<file path="src/hdl/sbmc_pkg.sv">
// sbmc_pkg: constants for the burst and latency configuration block.
// assumes one device clock; shared by the top module and the address sequencer.
package sbmc_pkg;
  localparam logic [7:0] MA_BURST_CFG = 8'h01;
  localparam logic [7:0] MA_LAT_CFG = 8'h02;
  localparam int BL_LSB = 0;
  localparam int BT_BIT = 3;
  localparam int WC_BIT = 4;
  localparam int NWR_LSB = 5;
  localparam int LAT_LSB = 0;
  localparam logic [2:0] BL_CODE_4 = 3'h2;
  localparam logic [2:0] BL_CODE_8 = 3'h3;
  localparam logic [2:0] BL_CODE_16 = 3'h4;
  localparam logic [2:0] NWR_CODE_MIN = 3'h1;
  localparam logic [2:0] NWR_CODE_MAX = 3'h6;
  localparam logic [3:0] LAT_CODE_MIN = 4'h1;
  localparam logic [3:0] LAT_CODE_MAX = 4'h6;
  // reset values: length 4, sequential, wrap, recovery 3, latency 3/1
  localparam logic [7:0] BURST_CFG_RESET = 8'h22;
  localparam logic [7:0] LAT_CFG_RESET = 8'h01;
  // decoded output values while reset holds, matching the two reset settings above
  localparam logic [3:0] RL_RESET = 4'h3;
  localparam logic [2:0] WL_RESET = 3'h1;
  localparam logic [3:0] NWR_RESET = 4'h3;
  localparam logic [4:0] BL_BEATS_RESET = 5'h04;
  localparam logic [3:0] NWR_BASE = 4'h2;
  localparam int COL_W = 10;
  typedef enum logic [1:0] {SBMC_LEN4, SBMC_LEN8, SBMC_LEN16} sbmc_len_t;
endpackage

</file>
<file path="src/hdl/sbmc_seq.sv">
// sbmc_seq: column order generator for one burst.
// assumes length and mode are held stable while busy; the start column is captured at start.
`timescale 1ns/100ps
module sbmc_seq (
  input wire logic mclk_in,
  input wire logic rst_in,
  input wire logic ce_in,
  input wire logic start_in,
  input wire logic [9:0] col_in,
  input wire sbmc_pkg::sbmc_len_t len_in,
  input wire logic interleave_in,
  input wire logic no_wrap_in,
  output logic [9:0] col_out,
  output logic valid_out,
  output logic last_out
);
  logic [3:0] beat_q;
  logic [3:0] beat_d;
  logic busy_q;
  logic [9:0] base_q;
  logic [3:0] mask;
  logic [3:0] off;
  logic [3:0] seq_low;
  logic [3:0] int_low;
  logic [3:0] low;
  logic [9:0] col_d;
  logic last_beat;
  assign mask = (len_in == sbmc_pkg::SBMC_LEN16) ? 4'hF :
                (len_in == sbmc_pkg::SBMC_LEN8) ? 4'h7 : 4'h3;
  assign off = start_in ? 4'h0 : beat_d;
  assign seq_low = (base_q[3:0] + off) & mask;
  assign int_low = (base_q[3:0] ^ off) & mask;
  assign low = interleave_in && len_in == sbmc_pkg::SBMC_LEN8 ? int_low : seq_low;
  assign beat_d = beat_q + 4'h1;
  assign last_beat = (beat_d & mask) == mask;
  always_comb
  begin
    if (start_in)
      col_d = {col_in[9:1], 1'b0};
    else if (no_wrap_in)
      col_d = base_q + {6'h0, beat_d};
    else
      col_d = {base_q[9:4], (base_q[3:0] & ~mask) | low};
  end
  always_ff @(posedge mclk_in)
  begin
    if (rst_in)
    begin
      beat_q <= 4'h0;
      busy_q <= 1'b0;
      base_q <= 10'h000;
      col_out <= 10'h000;
      valid_out <= 1'b0;
      last_out <= 1'b0;
    end
    else if (ce_in)
    begin
      valid_out <= start_in || (busy_q && !last_out);
      if (start_in)
      begin
        base_q <= {col_in[9:1], 1'b0};
        beat_q <= 4'h0;
        busy_q <= 1'b1;
        col_out <= col_d;
        last_out <= 1'b0;
      end
      else if (busy_q && !last_out)
      begin
        beat_q <= beat_d;
        col_out <= col_d;
        last_out <= last_beat;
        busy_q <= !last_beat;
      end
      else
      begin
        busy_q <= 1'b0;
        last_out <= 1'b0;
      end
    end
  end
endmodule // sbmc_seq

</file>
<file path="src/hdl/sbmc_top.sv">
// sbmc_top: burst and latency mode registers with burst column sequencing.
// assumes the controller writes mode registers on the device clock and
// never starts a burst while the previous one is still running.
`timescale 1ns/100ps
module sbmc_top (
  input wire logic mclk_in,
  input wire logic rst_in,
  input wire logic ce_in,
  input wire logic mrw_in,
  input wire logic mrr_in,
  input wire logic [7:0] mode_reg_address_in,
  input wire logic [7:0] mode_reg_data_in,
  input wire logic burst_start_in,
  input wire logic burst_write_in,
  input wire logic auto_precharge_in,
  input wire logic [9:0] col_in,
  output logic [9:0] col_out,
  output logic col_valid_out,
  output logic col_last_out,
  output logic burst_illegal_out,
  output logic precharge_start_out,
  output logic [3:0] read_latency_out,
  output logic [2:0] write_latency_out,
  output logic [3:0] write_recovery_cycles_out,
  output logic [4:0] burst_length_out,
  output logic burst_type_out,
  output logic wrap_control_out,
  output logic [7:0] mrr_data_out,
  output logic mrr_strobe_out
);
  logic [7:0] burst_cfg_q;
  logic [7:0] lat_cfg_q;
  logic [3:0] rec_cnt_q;
  logic rec_busy_q;
  logic ap_pend_q;
  logic [2:0] bl_code;
  logic [2:0] nwr_code;
  logic [3:0] lat_code;
  logic bt;
  logic nw;
  logic bl_ok;
  logic nwr_ok;
  logic lat_ok;
  logic wr_burst;
  logic wr_lat;
  logic illegal;
  logic [3:0] nwr_cycles;
  logic [3:0] rl;
  logic [2:0] wl;
  logic [4:0] bl_beats;
  sbmc_pkg::sbmc_len_t len;
  logic seq_valid;
  logic seq_last;
  logic [9:0] seq_col;
  logic start_ok;
  assign wr_burst = mrw_in && mode_reg_address_in == sbmc_pkg::MA_BURST_CFG;
  assign wr_lat = mrw_in && mode_reg_address_in == sbmc_pkg::MA_LAT_CFG;
  assign bl_code = burst_cfg_q[sbmc_pkg::BL_LSB +: 3];
  assign bt = burst_cfg_q[sbmc_pkg::BT_BIT];
  assign nw = burst_cfg_q[sbmc_pkg::WC_BIT];
  assign nwr_code = burst_cfg_q[sbmc_pkg::NWR_LSB +: 3];
  assign lat_code = lat_cfg_q[sbmc_pkg::LAT_LSB +: 4];
  // reserved codes are refused at write time so the decoded state stays legal
  assign bl_ok = mode_reg_data_in[2:0] == sbmc_pkg::BL_CODE_4 ||
                 mode_reg_data_in[2:0] == sbmc_pkg::BL_CODE_8 ||
                 mode_reg_data_in[2:0] == sbmc_pkg::BL_CODE_16;
  assign nwr_ok = mode_reg_data_in[7:5] >= sbmc_pkg::NWR_CODE_MIN &&
                  mode_reg_data_in[7:5] <= sbmc_pkg::NWR_CODE_MAX;
  assign lat_ok = mode_reg_data_in[3:0] >= sbmc_pkg::LAT_CODE_MIN &&
                  mode_reg_data_in[3:0] <= sbmc_pkg::LAT_CODE_MAX;
  assign len = bl_code == sbmc_pkg::BL_CODE_16 ? sbmc_pkg::SBMC_LEN16 :
               bl_code == sbmc_pkg::BL_CODE_8 ? sbmc_pkg::SBMC_LEN8 :
               sbmc_pkg::SBMC_LEN4;
  assign bl_beats = len == sbmc_pkg::SBMC_LEN16 ? 5'h10 :
                    len == sbmc_pkg::SBMC_LEN8 ? 5'h08 : 5'h04;
  assign nwr_cycles = {1'b0, nwr_code} + sbmc_pkg::NWR_BASE;
  // length 16 interleaved and any no-wrap above 4 are refused
  assign illegal = (len != sbmc_pkg::SBMC_LEN4 && nw) ||
                   (len == sbmc_pkg::SBMC_LEN16 && bt);
  assign start_ok = burst_start_in && !illegal;
  always_comb
  begin
    case (lat_code)
      4'h1: begin rl = 4'h3; wl = 3'h1; end
      4'h2: begin rl = 4'h4; wl = 3'h2; end
      4'h3: begin rl = 4'h5; wl = 3'h2; end
      4'h4: begin rl = 4'h6; wl = 3'h3; end
      4'h5: begin rl = 4'h7; wl = 3'h4; end
      4'h6: begin rl = 4'h8; wl = 3'h4; end
      default: begin rl = 4'h3; wl = 3'h1; end
    endcase
  end
  sbmc_seq u_seq (
    .mclk_in(mclk_in),
    .rst_in(rst_in),
    .ce_in(ce_in),
    .start_in(start_ok),
    .col_in(col_in),
    .len_in(len),
    .interleave_in(bt),
    .no_wrap_in(nw),
    .col_out(seq_col),
    .valid_out(seq_valid),
    .last_out(seq_last)
  );
  // partial writes with reserved codes are dropped whole, never half applied
  always_ff @(posedge mclk_in)
  begin
    if (rst_in)
    begin
      burst_cfg_q <= sbmc_pkg::BURST_CFG_RESET;
      lat_cfg_q <= sbmc_pkg::LAT_CFG_RESET;
    end
    else if (ce_in)
    begin
      if (wr_burst && bl_ok && nwr_ok)
        burst_cfg_q <= mode_reg_data_in;
      if (wr_lat && lat_ok)
        lat_cfg_q <= {4'h0, mode_reg_data_in[3:0]};
    end
  end

  // column stage costs one cycle so every output leaves a flip-flop
  always_ff @(posedge mclk_in)
  begin
    if (rst_in)
    begin
      col_out <= 10'h000;
      col_valid_out <= 1'b0;
      col_last_out <= 1'b0;
      burst_illegal_out <= 1'b0;
    end
    else if (ce_in)
    begin
      col_out <= seq_col;
      col_valid_out <= seq_valid;
      col_last_out <= seq_last;
      burst_illegal_out <= burst_start_in && illegal;
    end
  end

  // recovery count runs from the last write beat
  always_ff @(posedge mclk_in)
  begin
    if (rst_in)
    begin
      rec_cnt_q <= 4'h0;
      rec_busy_q <= 1'b0;
      ap_pend_q <= 1'b0;
      precharge_start_out <= 1'b0;
    end
    else if (ce_in)
    begin
      if (start_ok)
        ap_pend_q <= burst_write_in && auto_precharge_in;
      precharge_start_out <= 1'b0;
      if (seq_last && ap_pend_q)
      begin
        rec_busy_q <= 1'b1;
        rec_cnt_q <= nwr_cycles;
        ap_pend_q <= 1'b0;
      end
      else if (rec_busy_q)
      begin
        rec_cnt_q <= rec_cnt_q - 4'h1;
        if (rec_cnt_q == 4'h1)
        begin
          rec_busy_q <= 1'b0;
          precharge_start_out <= 1'b1;
        end
      end
    end
  end

  // decoded settings lag the registers by one cycle
  always_ff @(posedge mclk_in)
  begin
    if (rst_in)
    begin
      read_latency_out <= sbmc_pkg::RL_RESET;
      write_latency_out <= sbmc_pkg::WL_RESET;
      write_recovery_cycles_out <= sbmc_pkg::NWR_RESET;
      burst_length_out <= sbmc_pkg::BL_BEATS_RESET;
      burst_type_out <= 1'b0;
      wrap_control_out <= 1'b0;
    end
    else if (ce_in)
    begin
      read_latency_out <= rl;
      write_latency_out <= wl;
      write_recovery_cycles_out <= nwr_cycles;
      burst_length_out <= bl_beats;
      burst_type_out <= bt;
      wrap_control_out <= nw;
    end
  end

  // write-only registers answer with zero data but the strobe still pulses
  always_ff @(posedge mclk_in)
  begin
    if (rst_in)
    begin
      mrr_strobe_out <= 1'b0;
      mrr_data_out <= 8'h00;
    end
    else if (ce_in)
    begin
      mrr_strobe_out <= mrr_in;
      mrr_data_out <= 8'h00;
    end
  end
endmodule // sbmc_top

</file>
<file path="config.mk">
export PLATFORM = sky130hd
export DESIGN_NAME = sbmc_top
export DESIGN_NICKNAME = d
export VERILOG_FILES = /design/src/hdl/sbmc_pkg.sv /design/src/hdl/sbmc_seq.sv /design/src/hdl/sbmc_top.sv
export SDC_FILE = /design/constraint.sdc
export NUM_CORES = 1
export LEC_CHECK = 0
export ABC_AREA = 1
export BUFFER_PORTS_ARGS = -buffer_cell sky130_fd_sc_hd__buf_2
export CAP_MARGIN = 20
export CELL_PAD_IN_SITES_DETAIL_PLACEMENT = 0
export CELL_PAD_IN_SITES_GLOBAL_PLACEMENT = 1
export CORE_ASPECT_RATIO = 1.4
export CORE_MARGIN = 8
export CORE_UTILIZATION = 35
export CTS_BUF_LIST = sky130_fd_sc_hd__clkbuf_8
export CTS_CLUSTER_DIAMETER = 150
export DETAILED_ROUTE_END_ITERATION = 8
export PLACE_DENSITY_LB_ADDON = 0.05
export RECOVER_POWER = 25
export SETUP_SLACK_MARGIN = 0.15
export SLEW_MARGIN = 25
export SYNTH_ARGS = -nofsm -noshare
export SYNTH_HDL_FRONTEND = slang
export SYNTH_SLANG_ARGS = --single-unit
</file>
<file path="constraint.sdc">
create_clock -name mclk_in -period 2.2 [get_ports mclk_in]
set_input_delay 0.11 -clock mclk_in [delete_from_list [all_inputs] [get_ports mclk_in]]
set_output_delay 0.11 -clock mclk_in [all_outputs]
set_load 0.005 [all_outputs]
</file>
==> reports/metrics.yaml, run 1 <==
detailed_routing:
  via_count_of_the_routed_design: 3283
  route.final.wire_length_um: 9840
  drt-vias-per-instance: 4.72
  drcViolationCount: 0
  drt_wl_cell_um: 14.2
  drt_first_pass_iters: 4
  final_antenna_net_count: 0
  drt_iter0_markers: 101
final_layout:
  final_layout_size_suffix_gt1_share_pct: 23.0
  antenna_cells: 0
  fin_nets: 602
  finalCoreUtilization_pct: 45.1
  layout_common_cells: "73 x nand2_1, 70 x dfxtp_1, 56 x o21ai_0"
  syn2layout_area_growth_pct: 25.8
  layout_commonest_cell: "nand2_1"
  final-instance-count-excl-fill: 695
synth:
  ys_seq_area_share_pct: 42.6
  synth_cells: 474
  synth.ff_latch_count: 75
  dominantRegCellSynth: "dfxtp_1"
  postSynthAreaPerCell_um2: 7.44
  synthesized_area_um2: 3530
  synth.lib_cells_used.distinct: 37
  ys_async_sr_fraction_pct: 0
  synth_enable_flop_cells: 0
  synthesis.yosys.warnings: 0
timing:
  max_freq_mhz: 486
  layout_worst_path_cycle_share_pct: 93.5
  report.final.setup_viol: 0
  timing.hold.ws_ns: 0.0260
  post-route-min-period_ns: 2.06
  grt_setup_unrepaired: "true"
  finalClockSkew_ns: 0.00802
  setup_total_negative_slack_ns: 0
  timing.max_slew.rel_slack_pct: 33.6
  maxSlewViolCount: 0
  finalHoldViolCount: 0
  worst_pin_slew_ns: 0.996
  postLayoutSetupSlackWorst_ns: 0.143
grt:
  globalRoute.totalOverflow: 0
  first_global_vias: 3247
  grt_max_degree: 37
  grt_antenna_before_repair: 0
  first_pass_grt_wire_length_um: 15900
  grt_use_total_pct: 14.9
clock_tree:
  cts_tree: "built"
  cts_buffers: 9
  insertion_delay_ns: 0.35
  clock_tree.htree_level_count: 3
  clkSlewWorstSetupHoldPaths_ns: 0.08
  clock_net_sink_count: 75
  clockBufferDepth: 2
  root_buffer: "clkbuf_8"
die:
  die_h_um: 135
  core.rowCount: 43
  die_width_um: 101
  floorplan.die_area_um2: 13600
  start_util_pct: 35.8
  placeable_area_um2: 9850
  io-pin-count: 75
power:
  total_leakage_power_nw: 2.03
  worst_ir_drop_vdd_mv: 0.228
  powerDensity_nw_per_um2: 640
placed_design:
  placedCellCount: 667
  pre_cts_slack_ns: -0.0514
  count_of_buffers_inserted_at_the_top_level_ports: 63
  place.detailed.hpwl_um: 6980
  gp_congestion: 0.778
setup_path:
  worstSetupEndpointType: "flop"
  cp_max_fo: 3
  worst_reg_to_reg_cells: 10
  worst-setup-path-type: "reg -> reg"
  startpoint_type: "flop"
  worst_ep_arrival_time_ns: 2.27
  setup.worst_path.start: "u_seq.beat_q[0]"
  cp_required_ns: 2.42
  rr_startpoint: "u_seq.beat_q[0]"
flow_run:
  cap_viol_max_count: 0
status:
  status: "finished clean"
worst_hold_path:
  hold-path-cell-count: 3
  worstHoldPathType: "in -> reg"
  hold_path.startpoint: "col_in[9]"
==> power by group <==
part           switching [mW]  internal, mW  leakage (nW)  total [mW]
Combinational           0.194         0.131          1.30       0.325
Clock                   0.492         0.570         0.108        1.06
Sequential             0.0349          1.42         0.617        1.45
==> flip-flops by register name (all words and copies together) (netlist names) <==
name and flops:
burst_length_out 3, rec_busy_q 1, burst_type_out 1, burst_illegal_out 1
read_latency_out 4, write_latency_out 3, u_seq.col_out 10, col_valid_out 1
wrap_control_out 1, ap_pend_q 1, u_seq.last_out 1, write_recovery_cycles_out 4
burst_cfg_q 8, col_out 10, u_seq.valid_out 1, lat_cfg_q 4
col_last_out 1, rec_cnt_q 4, u_seq.beat_q 4, precharge_start_out 1
u_seq.base_q 9, mrr_strobe_out 1, u_seq.busy_q 1
==> final timing paths <==
check | to | slack (ns)
setup / recovery | u_seq.col_out[3] | 0.14
hold / removal | u_seq.base_q[9] | 0.03
setup reg to reg | u_seq.col_out[3] | 0.14
hold reg to reg | burst_cfg_q[7] | 0.46
==> final cells by class <==
class | instances | area (um2)
Clock inverter | 4 | 42.5
Clock buffer | 11 | 151
Sequential cell | 75 | 1520
Inverter | 48 | 188
Multi-Input combinational cell | 330 | 1840
Fill cell | 1045 | 5410
Timing Repair Buffer | 92 | 529
Tap cell | 135 | 169
==> logic make-up (layout without fill, tap and decap cells) <==
logic type / after synthesis / count (layout) / share of synthesized area (%)
AO/OA/AOI/OAI: 129 / 129 / 19.5
XOR/XNOR: 5 / 5 / 1.24
adder cells (fa/ha/maj): 12 / 12 / 4.68
buffers and inverters: 78 / 155 / 9.97
flip-flops: 75 / 75 / 42.6
other: 1 / 10 / 0.106
AND/OR/NAND/NOR: 174 / 174 / 21.9
==> worst max-delay path, stage by stage (launching register included) <==
cell and delay, ns:
dfxtp_4 0.37, inv_2 0.05, ha_4 0.27, inv_1 0.06, ha_4 0.16, fa_2 0.36, or2_2 0.27, a31oi_1 0.16
nand2_1 0.08, nand2_1 0.08, a21oi_1 0.06
==> through the flow <==
step	total power [mW]	area (um2)
after floorplan	1.68	3580
after detailed placement	1.80	4020
after global routing	2.98	4440
after CTS	2.88	4380
final	2.84	4440
after global placement	1.80	4020
==> repair_timing <==
item	4_1_cts	5_1_grt
pin swaps	13	6
endpoints found under the setup margin	6	7
setup buffers	7	2
hold buffers	4	0
resized for setup	22	10
hold endpoints to repair	4	0
==> per-layer routing <==
layer / global-route usage (%) / wire [um] / vias up
li1: - / - / 1708
met1: 16.5 / 4280 / 1505
met2: 26.0 / 5030 / 60
met3: 3.19 / 360 / 10
met4: 7.59 / 165 / 0
met5: 0 / 0 / -
==> cell usage after synthesis, types with 2 or more instances <==
library cell / n / area (um2)
a211oi_1: 2 / 15.0
a21oi_1: 49 / 245
a31oi_1: 5 / 31.3
buf_1: 2 / 7.51
buf_2: 3 / 15.0
buf_4: 12 / 90.1
clkbuf_1: 12 / 45.0
dfxtp_1: 75 / 1500
fa_1: 2 / 40.0
ha_1: 10 / 125
inv_1: 46 / 173
nand2_1: 76 / 285
nand3_1: 20 / 100
nand3b_1: 2 / 15.0
nor2_1: 57 / 214
nor2_8: 2 / 40.0
nor3_1: 8 / 40.0
nor4_1: 2 / 12.5
o211ai_1: 8 / 60.1
o21ai_0: 60 / 300
o21ai_1: 2 / 10.0
xnor2_1: 2 / 17.5
xor2_1: 3 / 26.3
(Power assumes the default switching activity.)
==> run 2, diff against run 1 <==
--- a/config.mk
+++ b/config.mk
@@ -18,6 +18,7 @@
 export DETAILED_ROUTE_END_ITERATION = 8
 export PLACE_DENSITY_LB_ADDON = 0.05
 export RECOVER_POWER = 25
+export REMOVE_ABC_BUFFERS = 1
 export SETUP_SLACK_MARGIN = 0.15
 export SLEW_MARGIN = 25
 export SYNTH_ARGS = -nofsm -noshare
==> reports/metrics.yaml, run 2 (synthesized netlist as in run 1, its figures left out) <==
status:
  status: "finished clean"
die:
  die_h_um: 135  # unchanged
  die_width_um: 101  # unchanged
  start_util_pct: 35.8  # unchanged
  io-pin-count: 75  # unchanged
  core.rowCount: 43  # unchanged
  placeable_area_um2: 9850  # unchanged
  floorplan.die_area_um2: 13600  # unchanged
timing:
  finalClockSkew_ns: 0.0112  # +0.00314 ns
  layout_worst_path_cycle_share_pct: 94.0  # +0.51 points
  timing.max_slew.rel_slack_pct: 52.1  # +19 points
  worst_pin_slew_ns: 0.718  # -0.278 ns
  max_freq_mhz: 483  # -0.55%
  report.final.setup_viol: 0  # unchanged
  post-route-min-period_ns: 2.07  # +0.0113 ns
  grt_setup_unrepaired: "true"
  finalHoldViolCount: 0  # unchanged
  setup_total_negative_slack_ns: 0  # unchanged
  timing.hold.ws_ns: 0.0248  # -0.00128 ns
  maxSlewViolCount: 0  # unchanged
final_layout:
  antenna_cells: 0  # unchanged
  multiInputGateArea_um2: 1920  # +4.3%
  layout.filler_cells: 1058  # +1.2%
  area.sequential_um2: 1520  # +0.33%
  layout_common_cells: "70 x nand2_1, 70 x dfxtp_1, 59 x buf_2"
  top_regs: "col_out (10), u_seq.col_out (10), u_seq.base_q (9)"
  finalCoreUtilization_pct: 46.7  # +1.7 points
  fin_nets: 608  # +1.0%
  syn2layout_area_growth_pct: 30.5
  final_layout_size_suffix_gt1_share_pct: 26.6  # +3.6 points
power:
  worst_ir_drop_vdd_mv: 0.357  # +57%
  total_leakage_power_nw: 2.07  # +2.2%
  powerDensity_nw_per_um2: 637  # -0.40%
detailed_routing:
  via_count_of_the_routed_design: 3323  # +1.2%
  final_antenna_net_count: 0  # unchanged
  drt_iter0_markers: 177  # +75%
  drt_wl_cell_um: 14.1  # -0.27%
  drt-vias-per-instance: 4.73  # +0.21%
  route.final.wire_length_um: 9910  # +0.73%
  drt_first_pass_iters: 4  # unchanged
  drcViolationCount: 0  # unchanged
setup_path:
  cp_required_ns: 2.44  # +0.02 ns
  startpoint_type: "flop"
  worstSetupEndpointType: "flop"
  worst-setup-path-type: "reg -> reg"
  worst_ep_arrival_time_ns: 2.31  # +0.04 ns
  cp_max_fo: 3  # unchanged
flow_run:
  cap_viol_max_count: 0  # unchanged
clock_tree:
  cts_tree: "built"
  clockBufferDepth: 2  # unchanged
  cts_buffers: 9  # unchanged
  insertion_delay_ns: 0.35  # about the same
  clkSlewWorstSetupHoldPaths_ns: 0.08  # about the same
  root_buffer: "clkbuf_8"
  clock_tree.htree_level_count: 3  # unchanged
  clock_net_sink_count: 75  # unchanged
placed_design:
  gp_congestion: 0.795  # +2.2%
  count_of_buffers_inserted_at_the_top_level_ports: 63  # unchanged
  place.detailed.hpwl_um: 7090  # +1.7%
worst_hold_path:
  worstHoldPathType: "in -> reg"
grt:
  grt_max_degree: 36  # -2.7%
  grt_antenna_before_repair: 0  # unchanged
  first_global_vias: 3391  # +4.4%
  first_pass_grt_wire_length_um: 16100  # +1.3%
  globalRoute.totalOverflow: 0  # unchanged
  grt_use_total_pct: 15.2  # +0.30 points
-- run 2: worst paths after layout --
check | from | to | slack, ns | depth (start not counted)
setup / recovery | u_seq.beat_q[0] | u_seq.col_out[3] | 0.13 | 10
hold / removal | col_in[8] | u_seq.col_out[8] | 0.02 | 3
setup reg to reg | u_seq.beat_q[0] | u_seq.col_out[3] | 0.13 | 10
hold reg to reg | lat_cfg_q[3] | lat_cfg_q[3] | 0.46 | 2
-- run 2: critical path: stages (launching register included) --
cell and delay, ns:
dfxtp_4 0.39, inv_4 0.04, ha_4 0.29, inv_4 0.04, ha_4 0.15, fa_2 0.35
or2_2 0.29, a31oi_2 0.19, nand2_1 0.08, nand2_2 0.08, a21oi_1 0.06
-- run 2: per-layer routing --
metal  track usage [%]  wire length [um]  vias up
met5                 0                 0        -
met3              4.28               427       14
met4              7.85               250        0
met2              27.3              5250       63
li1                  -                 -     1721
met1              15.6              3990     1525
-- run 2: repair_timing --
item,in CTS,in global routing
buffers inserted,4,3
endpoints found under the hold margin,6,0
pin swaps,11,21
gates resized for setup,29,38
setup endpoints to repair,7,7
hold buffers,6,0
-- run 2: where the power goes --
group          leakage [nW]  switching (mW)  internal [mW]  total, mW
Sequential            0.618          0.0371           1.41       1.45
Combinational          1.34           0.199          0.140      0.339
Clock                 0.112           0.516          0.627       1.14
Total                  2.07           0.752           2.18       2.93
-- run 2: final cells by class --
class,instances,share of cell area [%]
clock inverter,7,1.85
inverter,48,4.13
timing repair buffer,98,12.9
tap,135,3.67
clock buffer,9,2.69
sequential,75,33.0
multi-input combinational,330,41.8
-- run 2: stage by stage --
step	total power, mW	cell area (um2)	instances	setup WS [ns]
floorplan	1.64	3390	453	-0.110
finish	2.93	4600	702	0.132
detailed placement	1.79	4040	673	-0.0416
global placement	1.79	4040	673	0.00515
global route	3.10	4600	702	0.0183
CTS	2.97	4430	699	0.123
